==> config.mk <==
export PLATFORM = sky130hd
export DESIGN_NAME = rtm_ctrl
export DESIGN_NICKNAME = d
export VERILOG_FILES = /design/src/rtm_dummy_unused.sv /design/src/rtm_pkg.sv /design/src/rtm_sync_if.sv /design/src/rtm_pin_sync.sv /design/src/rtm_ctrl.sv
export SDC_FILE = /design/constraint.sdc
export NUM_CORES = 1
export LEC_CHECK = 0
export ABC_AREA = 1
export BUFFER_PORTS_ARGS = -buffer_cell sky130_fd_sc_hd__buf_2
export CORE_ASPECT_RATIO = 0.6
export CORE_MARGIN = 3
export CORE_UTILIZATION = 40
export CTS_CLUSTER_SIZE = 20
export DETAILED_ROUTE_END_ITERATION = 6
export PLACE_DENSITY = 0.68
export SLEW_MARGIN = 20
export SYNTH_ARGS = -nofsm -noshare
export SYNTH_HDL_FRONTEND = slang
export SYNTH_SLANG_ARGS = --single-unit
==> constraint.sdc <==
create_clock -name core_clk -period 2.2 [get_ports core_clk]
set_input_delay 0.11 -clock core_clk [delete_from_list [all_inputs] [get_ports core_clk]]
set_output_delay 0.11 -clock core_clk [all_outputs]
set_load 0.03 [all_outputs]
==> src/rtm_dummy_unused.sv <==
// Empty on purpose.

==> src/rtm_pkg.sv <==
// Shared constants for the resistive touch matrix controller.
// Assumes one 50 MHz core clock and a register port decoded from the link.
`default_nettype none

package rtm_pkg;
   // ==========================================================
   // Register map and field layout
   localparam logic [6:0] TPCFG_OFFSET = 7'h78;
   localparam int PWR_MSB = 15;
   localparam int PWR_LSB = 14;
   localparam int WAKE_SCOPE_BIT = 13;
   localparam int WIRE_BIT = 12;
   localparam int ISEL_BIT = 8;
   localparam int PU_MSB = 5;
   localparam int PU_LSB = 0;

   // ==========================================================
   // Reset values
   localparam logic [1:0] PWR_RESET = 2'h0;
   localparam logic WAKE_SCOPE_RESET = 1'h0;
   localparam logic WIRE_RESET = 1'h0;
   localparam logic ISEL_RESET = 1'h0;
   localparam logic [5:0] PU_RESET = 6'h01;

   // ==========================================================
   // Digitiser power states
   localparam logic [1:0] PWR_OFF = 2'h0;
   localparam logic [1:0] PWR_WAKE = 2'h1;
   localparam logic [1:0] PWR_FULL = 2'h3;

   // ==========================================================
   // Measurement types
   localparam logic [2:0] MT_X = 3'h1;
   localparam logic [2:0] MT_Y = 3'h2;
   localparam logic [2:0] MT_PRESS = 3'h3;

   // ==========================================================
   // Switch drive codes per contact, sense selector codes
   typedef logic [2:0] rtm_drive_t;
   localparam rtm_drive_t DRV_OPEN = 3'h0;
   localparam rtm_drive_t DRV_SUPPLY = 3'h1;
   localparam rtm_drive_t DRV_GROUND = 3'h2;
   localparam rtm_drive_t DRV_PULLUP = 3'h3;
   localparam rtm_drive_t DRV_ISRC = 3'h4;
   localparam logic [2:0] SENSE_NONE = 3'h0;
   localparam logic [2:0] SENSE_RIGHT = 3'h1;
   localparam logic [2:0] SENSE_TOP = 3'h2;
   localparam logic [2:0] SENSE_SHEET = 3'h3;
   localparam logic [2:0] SENSE_AUX1 = 3'h4;
   localparam logic [2:0] SENSE_AUX2 = 3'h5;
   localparam logic [2:0] SENSE_AUX3 = 3'h6;

   // Contact indices; five-wire corners share the same pins
   localparam int NUM_CONTACTS = 5;
   localparam int CT_RIGHT = 0;
   localparam int CT_TOP = 1;
   localparam int CT_LEFT = 2;
   localparam int CT_BOTTOM = 3;
   localparam int CT_SHEET = 4;

   typedef logic [15:0] rtm_word_t;
endpackage : rtm_pkg

`default_nettype wire

==> src/rtm_sync_if.sv <==
// Carrier between the controller and its pin synchroniser.
// Assumes both ends run on core_clk.
`default_nettype none

interface rtm_sync_if;
   logic raw;
   logic level;
   modport sync (input raw, output level);
   modport user (output raw, input level);
endinterface : rtm_sync_if

`default_nettype wire

==> src/rtm_pin_sync.sv <==
// Three-stage synchroniser with agreement filter for one pin.
// Assumes the pin is asynchronous to core_clk.
`default_nettype none

module rtm_pin_sync (
   input wire logic core_clk,
   input wire logic reset_n,
   rtm_sync_if.sync port
);
   logic meta_r;
   logic s2_r;
   logic s3_r;
   logic level_r;

   // ==========================================================
   // Stage one feeds stage two only
   always_ff @(posedge core_clk or negedge reset_n) begin
      if (!reset_n) begin
         meta_r <= 1'b0;
         s2_r <= 1'b0;
         s3_r <= 1'b0;
         level_r <= 1'b0;
      end else begin
         meta_r <= port.raw;
         s2_r <= meta_r;
         s3_r <= s2_r;
         if (s2_r == s3_r) begin
            level_r <= s3_r;
         end
      end
   end

   assign port.level = level_r;
endmodule : rtm_pin_sync

`default_nettype wire

==> src/rtm_ctrl.sv <==
// Touch matrix controller: config register, switch matrix, pen detect, wake.
// Assumes a link decoder presenting register reads and writes on core_clk.
//
// Function
// 4-wire X: right supply, left ground, sense top
// 4-wire Y: plates swapped, sense right
// Touch detect low untouched, high touched
// Touch detect mirrored to status and interrupt
// Pressure: constant current, two samples, subtract
// Bit 8 selects pressure current, 200/400uA
// 5-wire X: left corners ground, right supply
// 5-wire Y: bottom corners ground, top supply
// 5-wire pen detect: corners ground, sheet pull-up
// Bit 12 selects four or five wire
// Bits 5:0 divide the pull-up, reset 000001
// Host never writes pull-up code zero
// Bits 15:14 set digitiser and detect power
// State 01 jumps to 11 on pen-down
// Scope 0: hold link until controller reset
// Scope 1: wake fully without reset
// Control only through the register port
// Measurement type selects matrix configuration
// Idle matrix stays in pen-detect wiring; code leaves it open in power state 00
`default_nettype none

module rtm_ctrl (
   input wire logic core_clk,
   input wire logic reset_n,
   input wire logic [6:0] reg_addr,
   input wire logic reg_wr,
   input wire rtm_pkg::rtm_word_t reg_wdata,
   input wire logic reg_rd,
   output rtm_pkg::rtm_word_t reg_rdata,
   output logic reg_rd_valid,
   input wire logic link_reset,
   input wire logic sleep_enter,
   input wire logic touch_detect_signal,
   input wire logic meas_active,
   input wire logic [2:0] measurement_type,
   input wire logic adc_done,
   input wire logic [11:0] adc_data,
   output logic [14:0] contact_drive,
   output logic [2:0] sense_sel,
   output logic digitiser_en,
   output logic pen_detect_en,
   output logic pressure_current_sel,
   output logic [5:0] pullup_select,
   output logic panel_wire_count,
   output logic touch_status_bit,
   output logic int_pen_level,
   output logic link_wake_hold,
   output logic device_awake,
   output logic [11:0] pressure_value,
   output logic pressure_valid
);
   import rtm_pkg::*;

   typedef enum logic {PR_PLATE_A, PR_PLATE_B} rtm_press_e;

   // ==========================================================
   // Configuration register
   logic [1:0] pwr_r;
   logic [1:0] pwr_nxt;
   logic wake_scope_r;
   logic wire_r;
   logic isel_r;
   logic [5:0] pu_r;
   logic digitiser_en_r;
   logic pen_detect_en_r;
   rtm_word_t rdata_r;
   logic rd_valid_r;

   wire cfg_hit = (reg_addr == TPCFG_OFFSET);
   wire cfg_wr = reg_wr && cfg_hit;
   wire rtm_word_t cfg_word = {pwr_r, wake_scope_r, wire_r, 3'h0, isel_r, 2'h0, pu_r};

   rtm_sync_if pen_if ();
   assign pen_if.raw = touch_detect_signal;
   rtm_pin_sync u_pen_sync (
      .core_clk(core_clk),
      .reset_n(reset_n),
      .port(pen_if.sync)
   );

   logic pen_d_r;
   logic touch_r;
   wire pen_rise = pen_if.level && !pen_d_r && pen_detect_en_r;
   wire wake_fire = (pwr_r == PWR_WAKE) && pen_rise;

   // Hardware wake wins over a write in the same cycle
   assign pwr_nxt = wake_fire ? PWR_FULL : (cfg_wr ? reg_wdata[PWR_MSB:PWR_LSB] : pwr_r);

   always_ff @(posedge core_clk or negedge reset_n) begin
      if (!reset_n) begin
         pwr_r <= PWR_RESET;
         wake_scope_r <= WAKE_SCOPE_RESET;
         wire_r <= WIRE_RESET;
         isel_r <= ISEL_RESET;
         pu_r <= PU_RESET;
      end else begin
         pwr_r <= pwr_nxt;
         if (cfg_wr) begin
            wake_scope_r <= reg_wdata[WAKE_SCOPE_BIT];
            wire_r <= reg_wdata[WIRE_BIT];
            isel_r <= reg_wdata[ISEL_BIT];
            // Code zero is reserved; stored as written
            pu_r <= reg_wdata[PU_MSB:PU_LSB];
         end
      end
   end

   // Power enables follow the state a cycle behind the register
   always_ff @(posedge core_clk or negedge reset_n) begin
      if (!reset_n) begin
         digitiser_en_r <= 1'b0;
         pen_detect_en_r <= 1'b0;
      end else begin
         digitiser_en_r <= (pwr_r == PWR_FULL);
         pen_detect_en_r <= (pwr_r != PWR_OFF);
      end
   end

   // Reads answer one cycle later; other addresses read zero
   always_ff @(posedge core_clk or negedge reset_n) begin
      if (!reset_n) begin
         rdata_r <= 16'h0000;
         rd_valid_r <= 1'b0;
      end else begin
         rd_valid_r <= reg_rd;
         if (reg_rd) begin
            rdata_r <= cfg_hit ? cfg_word : 16'h0000;
         end
      end
   end

   // ==========================================================
   // Pen detect and wake
   logic hold_r;
   logic awake_r;

   always_ff @(posedge core_clk or negedge reset_n) begin
      if (!reset_n) begin
         pen_d_r <= 1'b0;
         touch_r <= 1'b0;
      end else begin
         pen_d_r <= pen_if.level;
         touch_r <= pen_if.level && pen_detect_en_r;
      end
   end

   // Set wins over clear for both wake flags
   always_ff @(posedge core_clk or negedge reset_n) begin
      if (!reset_n) begin
         hold_r <= 1'b0;
         awake_r <= 1'b1;
      end else begin
         if (wake_fire && !wake_scope_r) begin
            hold_r <= 1'b1;
         end else if (link_reset) begin
            hold_r <= 1'b0;
         end
         if ((wake_fire && wake_scope_r) || link_reset) begin
            awake_r <= 1'b1;
         end else if (sleep_enter) begin
            awake_r <= 1'b0;
         end
      end
   end

   // ==========================================================
   // Pressure sequencer
   rtm_press_e pr_state_r;
   logic [11:0] first_r;
   logic [11:0] press_r;
   logic press_valid_r;
   wire meas_run = meas_active && digitiser_en_r;
   wire press_run = meas_run && !wire_r && (measurement_type == MT_PRESS);
   wire [11:0] press_diff = (first_r >= adc_data) ? (first_r - adc_data) : (adc_data - first_r);

   always_ff @(posedge core_clk or negedge reset_n) begin
      if (!reset_n) begin
         pr_state_r <= PR_PLATE_A;
         first_r <= 12'h000;
         press_r <= 12'h000;
         press_valid_r <= 1'b0;
      end else begin
         press_valid_r <= 1'b0;
         if (!press_run) begin
            pr_state_r <= PR_PLATE_A;
         end else if (adc_done) begin
            unique case (pr_state_r)
               PR_PLATE_A: begin
                  first_r <= adc_data;
                  pr_state_r <= PR_PLATE_B;
               end
               PR_PLATE_B: begin
                  press_r <= press_diff;
                  press_valid_r <= 1'b1;
                  pr_state_r <= PR_PLATE_A;
               end
            endcase
         end
      end
   end

   // ==========================================================
   // Switch matrix
   logic [NUM_CONTACTS-1:0][2:0] drive_nxt;
   logic [2:0] sense_nxt;
   logic [NUM_CONTACTS-1:0][2:0] drive_r;
   logic [2:0] sense_r;

   always_comb begin
      drive_nxt = '0;
      sense_nxt = SENSE_NONE;
      if (meas_run) begin
         unique case (measurement_type)
            MT_X: begin
               if (!wire_r) begin
                  drive_nxt[CT_RIGHT] = DRV_SUPPLY;
                  drive_nxt[CT_LEFT] = DRV_GROUND;
                  sense_nxt = SENSE_TOP;
               end else begin
                  drive_nxt[CT_LEFT] = DRV_GROUND;
                  drive_nxt[CT_BOTTOM] = DRV_GROUND;
                  drive_nxt[CT_TOP] = DRV_SUPPLY;
                  drive_nxt[CT_RIGHT] = DRV_SUPPLY;
                  sense_nxt = SENSE_SHEET;
               end
            end
            MT_Y: begin
               if (!wire_r) begin
                  drive_nxt[CT_TOP] = DRV_SUPPLY;
                  drive_nxt[CT_BOTTOM] = DRV_GROUND;
                  sense_nxt = SENSE_RIGHT;
               end else begin
                  drive_nxt[CT_BOTTOM] = DRV_GROUND;
                  drive_nxt[CT_RIGHT] = DRV_GROUND;
                  drive_nxt[CT_LEFT] = DRV_SUPPLY;
                  drive_nxt[CT_TOP] = DRV_SUPPLY;
                  sense_nxt = SENSE_SHEET;
               end
            end
            MT_PRESS: begin
               // Five-wire panels have no pressure path: matrix stays open
               if (!wire_r) begin
                  drive_nxt[CT_RIGHT] = DRV_ISRC;
                  drive_nxt[CT_BOTTOM] = DRV_GROUND;
                  sense_nxt = (pr_state_r == PR_PLATE_A) ? SENSE_RIGHT : SENSE_TOP;
               end
            end
            3'h4: sense_nxt = SENSE_AUX1;
            3'h5: sense_nxt = SENSE_AUX2;
            3'h6: sense_nxt = SENSE_AUX3;
            3'h7: sense_nxt = SENSE_SHEET;
            default: sense_nxt = SENSE_NONE;
         endcase
      end else if (pen_detect_en_r) begin
         if (wire_r) begin
            drive_nxt[CT_RIGHT] = DRV_GROUND;
            drive_nxt[CT_TOP] = DRV_GROUND;
            drive_nxt[CT_LEFT] = DRV_GROUND;
            drive_nxt[CT_BOTTOM] = DRV_GROUND;
            drive_nxt[CT_SHEET] = DRV_PULLUP;
         end else begin
            drive_nxt[CT_RIGHT] = DRV_PULLUP;
            drive_nxt[CT_BOTTOM] = DRV_GROUND;
         end
      end
   end

   always_ff @(posedge core_clk or negedge reset_n) begin
      if (!reset_n) begin
         drive_r <= '0;
         sense_r <= SENSE_NONE;
      end else begin
         drive_r <= drive_nxt;
         sense_r <= sense_nxt;
      end
   end

   // ==========================================================
   // Outputs
   assign reg_rdata = rdata_r;
   assign reg_rd_valid = rd_valid_r;
   assign contact_drive = drive_r;
   assign sense_sel = sense_r;
   assign digitiser_en = digitiser_en_r;
   assign pen_detect_en = pen_detect_en_r;
   assign pressure_current_sel = isel_r;
   assign pullup_select = pu_r;
   assign panel_wire_count = wire_r;
   assign touch_status_bit = touch_r;
   assign int_pen_level = touch_r;
   assign link_wake_hold = hold_r;
   assign device_awake = awake_r;
   assign pressure_value = press_r;
   assign pressure_valid = press_valid_r;

   // ==========================================================
   // Checks
   a_wake_to_full: assert property (@(posedge core_clk) disable iff (!reset_n)
      (pwr_r == PWR_WAKE && pen_rise) |=> (pwr_r == PWR_FULL) ##1 digitiser_en_r)
      else $error("pen-down in state 01 did not power the digitiser");
   a_link_hold_set: assert property (@(posedge core_clk) disable iff (!reset_n)
      (wake_fire && !wake_scope_r) |=> hold_r)
      else $error("link hold not raised on pen wake");
   a_link_hold_keep: assert property (@(posedge core_clk) disable iff (!reset_n)
      (hold_r && !link_reset) |=> hold_r)
      else $error("link hold dropped without controller reset");
   a_full_wake: assert property (@(posedge core_clk) disable iff (!reset_n)
      (wake_fire && wake_scope_r) |=> (awake_r && $stable(hold_r)))
      else $error("full wake did not wake the device");
   a_touch_gated: assert property (@(posedge core_clk) disable iff (!reset_n)
      !pen_detect_en_r |=> !touch_r)
      else $error("touch reported with detect disabled");
   a_x_four_wire: assert property (@(posedge core_clk) disable iff (!reset_n)
      (meas_run && !wire_r && measurement_type == MT_X) |=>
         (drive_r[CT_RIGHT] == DRV_SUPPLY && drive_r[CT_LEFT] == DRV_GROUND && sense_r == SENSE_TOP))
      else $error("four-wire X matrix wrong");
   a_y_four_wire: assert property (@(posedge core_clk) disable iff (!reset_n)
      (meas_run && !wire_r && measurement_type == MT_Y) |=>
         (drive_r[CT_TOP] == DRV_SUPPLY && drive_r[CT_BOTTOM] == DRV_GROUND && sense_r == SENSE_RIGHT))
      else $error("four-wire Y matrix wrong");
   a_x_five_wire: assert property (@(posedge core_clk) disable iff (!reset_n)
      (meas_run && wire_r && measurement_type == MT_X) |=>
         (drive_r[CT_LEFT] == DRV_GROUND && drive_r[CT_BOTTOM] == DRV_GROUND
          && drive_r[CT_TOP] == DRV_SUPPLY && drive_r[CT_RIGHT] == DRV_SUPPLY && sense_r == SENSE_SHEET))
      else $error("five-wire X matrix wrong");
   a_y_five_wire: assert property (@(posedge core_clk) disable iff (!reset_n)
      (meas_run && wire_r && measurement_type == MT_Y) |=>
         (drive_r[CT_BOTTOM] == DRV_GROUND && drive_r[CT_RIGHT] == DRV_GROUND
          && drive_r[CT_LEFT] == DRV_SUPPLY && drive_r[CT_TOP] == DRV_SUPPLY && sense_r == SENSE_SHEET))
      else $error("five-wire Y matrix wrong");
   a_pen_five_wire: assert property (@(posedge core_clk) disable iff (!reset_n)
      (!meas_run && pen_detect_en_r && wire_r) |=>
         (drive_r[CT_SHEET] == DRV_PULLUP && drive_r[CT_LEFT] == DRV_GROUND && drive_r[CT_RIGHT] == DRV_GROUND))
      else $error("five-wire pen detect matrix wrong");
   a_press_diff: assert property (@(posedge core_clk) disable iff (!reset_n)
      (press_run && adc_done && pr_state_r == PR_PLATE_B) |=>
         (press_valid_r && press_r == (($past(first_r) >= $past(adc_data)) ?
          ($past(first_r) - $past(adc_data)) : ($past(adc_data) - $past(first_r)))))
      else $error("pressure difference wrong");
endmodule : rtm_ctrl

`default_nettype wire

==> flow_metrics.py <==
metrics = {
    "synthesis": {
        "syn_area_mm2": 0.00420,
        "yosysUniqueCellTypes": 42,
        "synth.avg_cell_area_um2": 7.62,
        "synthCells": 551,
        "synth_seq_area_share_pct": 41.8,
        "yosys_warnings": 0,
        "ys_seq_elements": 70,
    },
    "cts": {
        "cts_root_buffer": "clkbuf_16",
        "numCtsBuffers": 9,
        "clk_latency_ns": 0.32,
        "cts.path.max_buffers": 2,
        "cts_tree": "done",
        "postCtsSetupRepairBufs": 0,
        "clk_pin_slew_ns": 0.06,
        "cts_htree_levels": 3,
        "clkSinkCount": 70,
    },
    "route": {
        "route.detailed.drc": 0,
        "drt_pre_antenna_iters": 5,
        "via_count": 3671,
        "postRouteAntennaNets": 0,
        "drt_iter0_markers": 220,
        "wl_per_cell_um": 13.4,
        "routed_via_density": 4.66,
        "wl_um": 10500,
    },
    "critical_path": {
        "worstPathBufferInverterCount": 1,
        "crit_top_cell": "nand2_1",
        "cp_slowest_cell": "ha_1",
        "reg2reg_slack_ns": 0.15,
        "worst-path-max-fanout": 8,
        "path_delay_family": "simple AND/OR/NAND/NOR gates",
        "r2r-end": "pressure_value[9]",
        "arrival_ns": 2.31,
        "path_cells": "ha_1 -> nand2_1 -> inv_1 -> nand2_1 -> nand2_1 -> nand2_1 -> nand3_1 -> nand2_1 -> nand2_1 -> nand2_1 -> nand2_1 -> nand2_1 -> nand2_1",
        "cp-start-kind": "flip-flop",
        "rr_startpoint": "first_r[3]",
        "slowest_delay_ns": 0.48,
        "critPathCaptureType": "flip-flop",
        "critical_path_class": "reg2reg",
        "crit_required_ns": 2.46,
        "r2r_cells": 13,
    },
    "hold_path": {
        "holdCritStartpoint": "adc_done",
        "min_path_cells": 2,
        "holdCritPathClass": "in2reg",
        "holdPathEnd": "pr_state_r",
    },
    "die": {
        "die_area_mm2": 0.0118,
        "rows": 28,
        "pin_count": 109,
        "die-width_um": 138,
        "start_util_pct": 41.7,
        "die_h_um": 85.4,
        "core_area_mm2": 0.0101,
    },
    "power": {
        "power_density_mw_per_mm2": 717,
        "p_leak_nw": 2.93,
        "peakVddDrop_mv": 0.429,
    },
    "cells_and_area": {
        "fin_nets": 720,
        "drive_gt1_share_pct": 22.1,
        "area_growth_syn_to_layout_pct": 22.7,
        "num_antenna_cells": 0,
    },
    "timing": {
        "hold_ws_ns": 0.0186,
        "setup-tns-final_ns": 0,
        "setup_viol": 0,
        "finalCritPeriodShare_pct": 93.3,
        "fin_crit_ns": 2.05,
        "fin_worst_skew_ns": 0.00796,
        "max_freq_mhz": 487,
        "rsz0062_at_grt": "no",
        "hold_viol": 0,
        "maxSlewViolCount": 0,
    },
    "place": {
        "gp_congestion": 0.896,
        "dp_hpwl_um": 8400,
        "port_buffers": 93,
    },
    "global_route": {
        "grt_max_degree": 71,
        "grt_pass1_vias": 3398,
        "grtUsageTotal_pct": 17.8,
        "antenna_found_initial": 0,
        "grt_pass1_wl_um": 16900,
        "grt_overflow": 0,
    },
    "run": {
        "maxCapViolCount": 0,
    },
    "status": {
        "outcome": "finished, final reports clean",
    },
}
-- area by class of cell --
class	instances	area [µm²]
inverter	87	327
sequential	70	1750
clock inverter	5	82.6
timing repair buffer	104	573
multi-input combinational	376	2000
fill	985	4910
clock buffer	11	243
tap	135	169
-- layer usage --
| metal | track usage [%] | up-vias | share of wire, % |
|---|---|---|---|
| li1 | - | 1882 | - |
| met1 | 27.9 | 1663 | 51 |
| met2 | 23.9 | 120 | 41 |
| met3 | 5.24 | 6 | 7.5 |
| met4 | 3.68 | 0 | 0.58 |
| met5 | 0 | - | 0 |
-- placed cells by master, fill, tap and decap left out, types with 5 or more instances in the layout --
cell type      instances
nand2_1              198
buf_2                 93
inv_1                 82
dfrtp_1               68
nor2_1                24
nand3_1               21
ha_1                  20
o21ai_0               15
o21ai_1               14
a21oi_1               13
conb_1                10
clkbuf_16              9
nand4_1                8
mux2_2                 7
xor2_1                 7
inv_2                  5
o31ai_1                5
dlygate4sd3_1          5
buf_4                  5
-- sequential cells by signal (all words and copies together) (netlist names), 2 cells and up --
register	cells
sense_sel	3
pressure_value	12
contact_drive	8
pullup_select	6
pwr_r	2
first_r	12
reg_rdata	11
-- report_power, final --
group | internal [mW] | switching [mW]
Sequential | 1.35 | 0.0376
Clock | 1.03 | 0.543
Combinational | 0.233 | 0.502
Total | 2.61 | 1.08
-- worst max path at each step --
stage | startpoint | endpoint | slack, ns | depth (start not counted)
final | first_r[3] | pressure_value[9] | 0.15 | 13
after floorplan | first_r[0] | pressure_value[11] | 0.37 | 13
after global routing | first_r[9] | pressure_value[9] | 0.002 | 11
after global placement | first_r[0] | pressure_value[4] | 0.11 | 13
after detailed placement | first_r[0] | pressure_value[2] | 0.07 | 13
after CTS | first_r[0] | pressure_value[2] | 0.05 | 13
-- metrics by stage --
stage | total power, mW | util [%] | worst slack, ns | area [µm²] | cells
after floorplan | 1.91 | - | 0.365 | 4230 | 560
after global placement | 2.11 | 47.3 | 0.106 | 4750 | 767
after detailed placement | 2.13 | 47.3 | 0.0710 | 4750 | 767
after CTS | 3.72 | 51.0 | 0.0461 | 5130 | 788
after global routing | 3.88 | 51.2 | 0.00234 | 5150 | 788
final | 3.69 | 51.2 | 0.147 | 5150 | 788
-- Yosys cell counts, drive strengths merged --
| library cell | count | area [µm²] |
|---|---|---|
| a21oi | 13 | 65.1 |
| a31oi | 1 | 6.26 |
| and3 | 1 | 6.26 |
| buf | 21 | 148 |
| clkbuf | 6 | 23.8 |
| conb | 1 | 3.75 |
| dfrtp | 68 | 1700 |
| dfstp | 2 | 52.6 |
| fa | 2 | 40.0 |
| ha | 23 | 288 |
| inv | 87 | 327 |
| maj3 | 1 | 10.0 |
| mux2 | 7 | 78.8 |
| nand2 | 201 | 767 |
| nand3 | 23 | 125 |
| nand4 | 9 | 62.6 |
| nor2 | 25 | 101 |
| nor3 | 5 | 41.3 |
| nor3b | 3 | 22.5 |
| nor4 | 2 | 18.8 |
| o21ai | 31 | 159 |
| o21bai | 2 | 15.0 |
| o221ai | 1 | 8.76 |
| o22ai | 2 | 12.5 |
| o31ai | 5 | 37.5 |
| or2 | 1 | 6.26 |
| xnor2 | 1 | 8.76 |
| xor2 | 7 | 61.3 |
-- worst reg2reg max path, cell delays in order, from the launching register on --
cell and delay [ns]:
dfrtp_1 0.39, ha_1 0.48, nand2_1 0.18, inv_1 0.14
nand2_1 0.07, nand2_1 0.14, nand2_1 0.09, nand3_1 0.08
nand2_1 0.05, nand2_1 0.11, nand2_1 0.07, nand2_1 0.07
nand2_1 0.05, nand2_1 0.05
-- what timing repair did --
| item | 4_1_cts | 5_1_grt |
|---|---|---|
| hold endpoints to repair | 71 | 0 |
| endpoints found under the setup margin | 0 | 11 |
| hold buffers | 5 | 0 |
| resized for setup | 0 | 6 |
-- cells by family (layout without fill, tap and decap cells) --
family / Yosys count / after routing / synth area share [%]
AO/OA/AOI/OAI: 55 / 55 / 7.24
XOR/XNOR: 8 / 8 / 1.67
adder cells (fa/ha/maj): 26 / 26 / 8.05
buffers and inverters: 114 / 207 / 11.9
flip-flops: 70 / 70 / 41.8
multiplexers: 7 / 7 / 1.88
other: 1 / 10 / 0.0893
AND/OR/NAND/NOR: 270 / 270 / 27.4
Note: power is estimated with default switching activity, not from simulation.
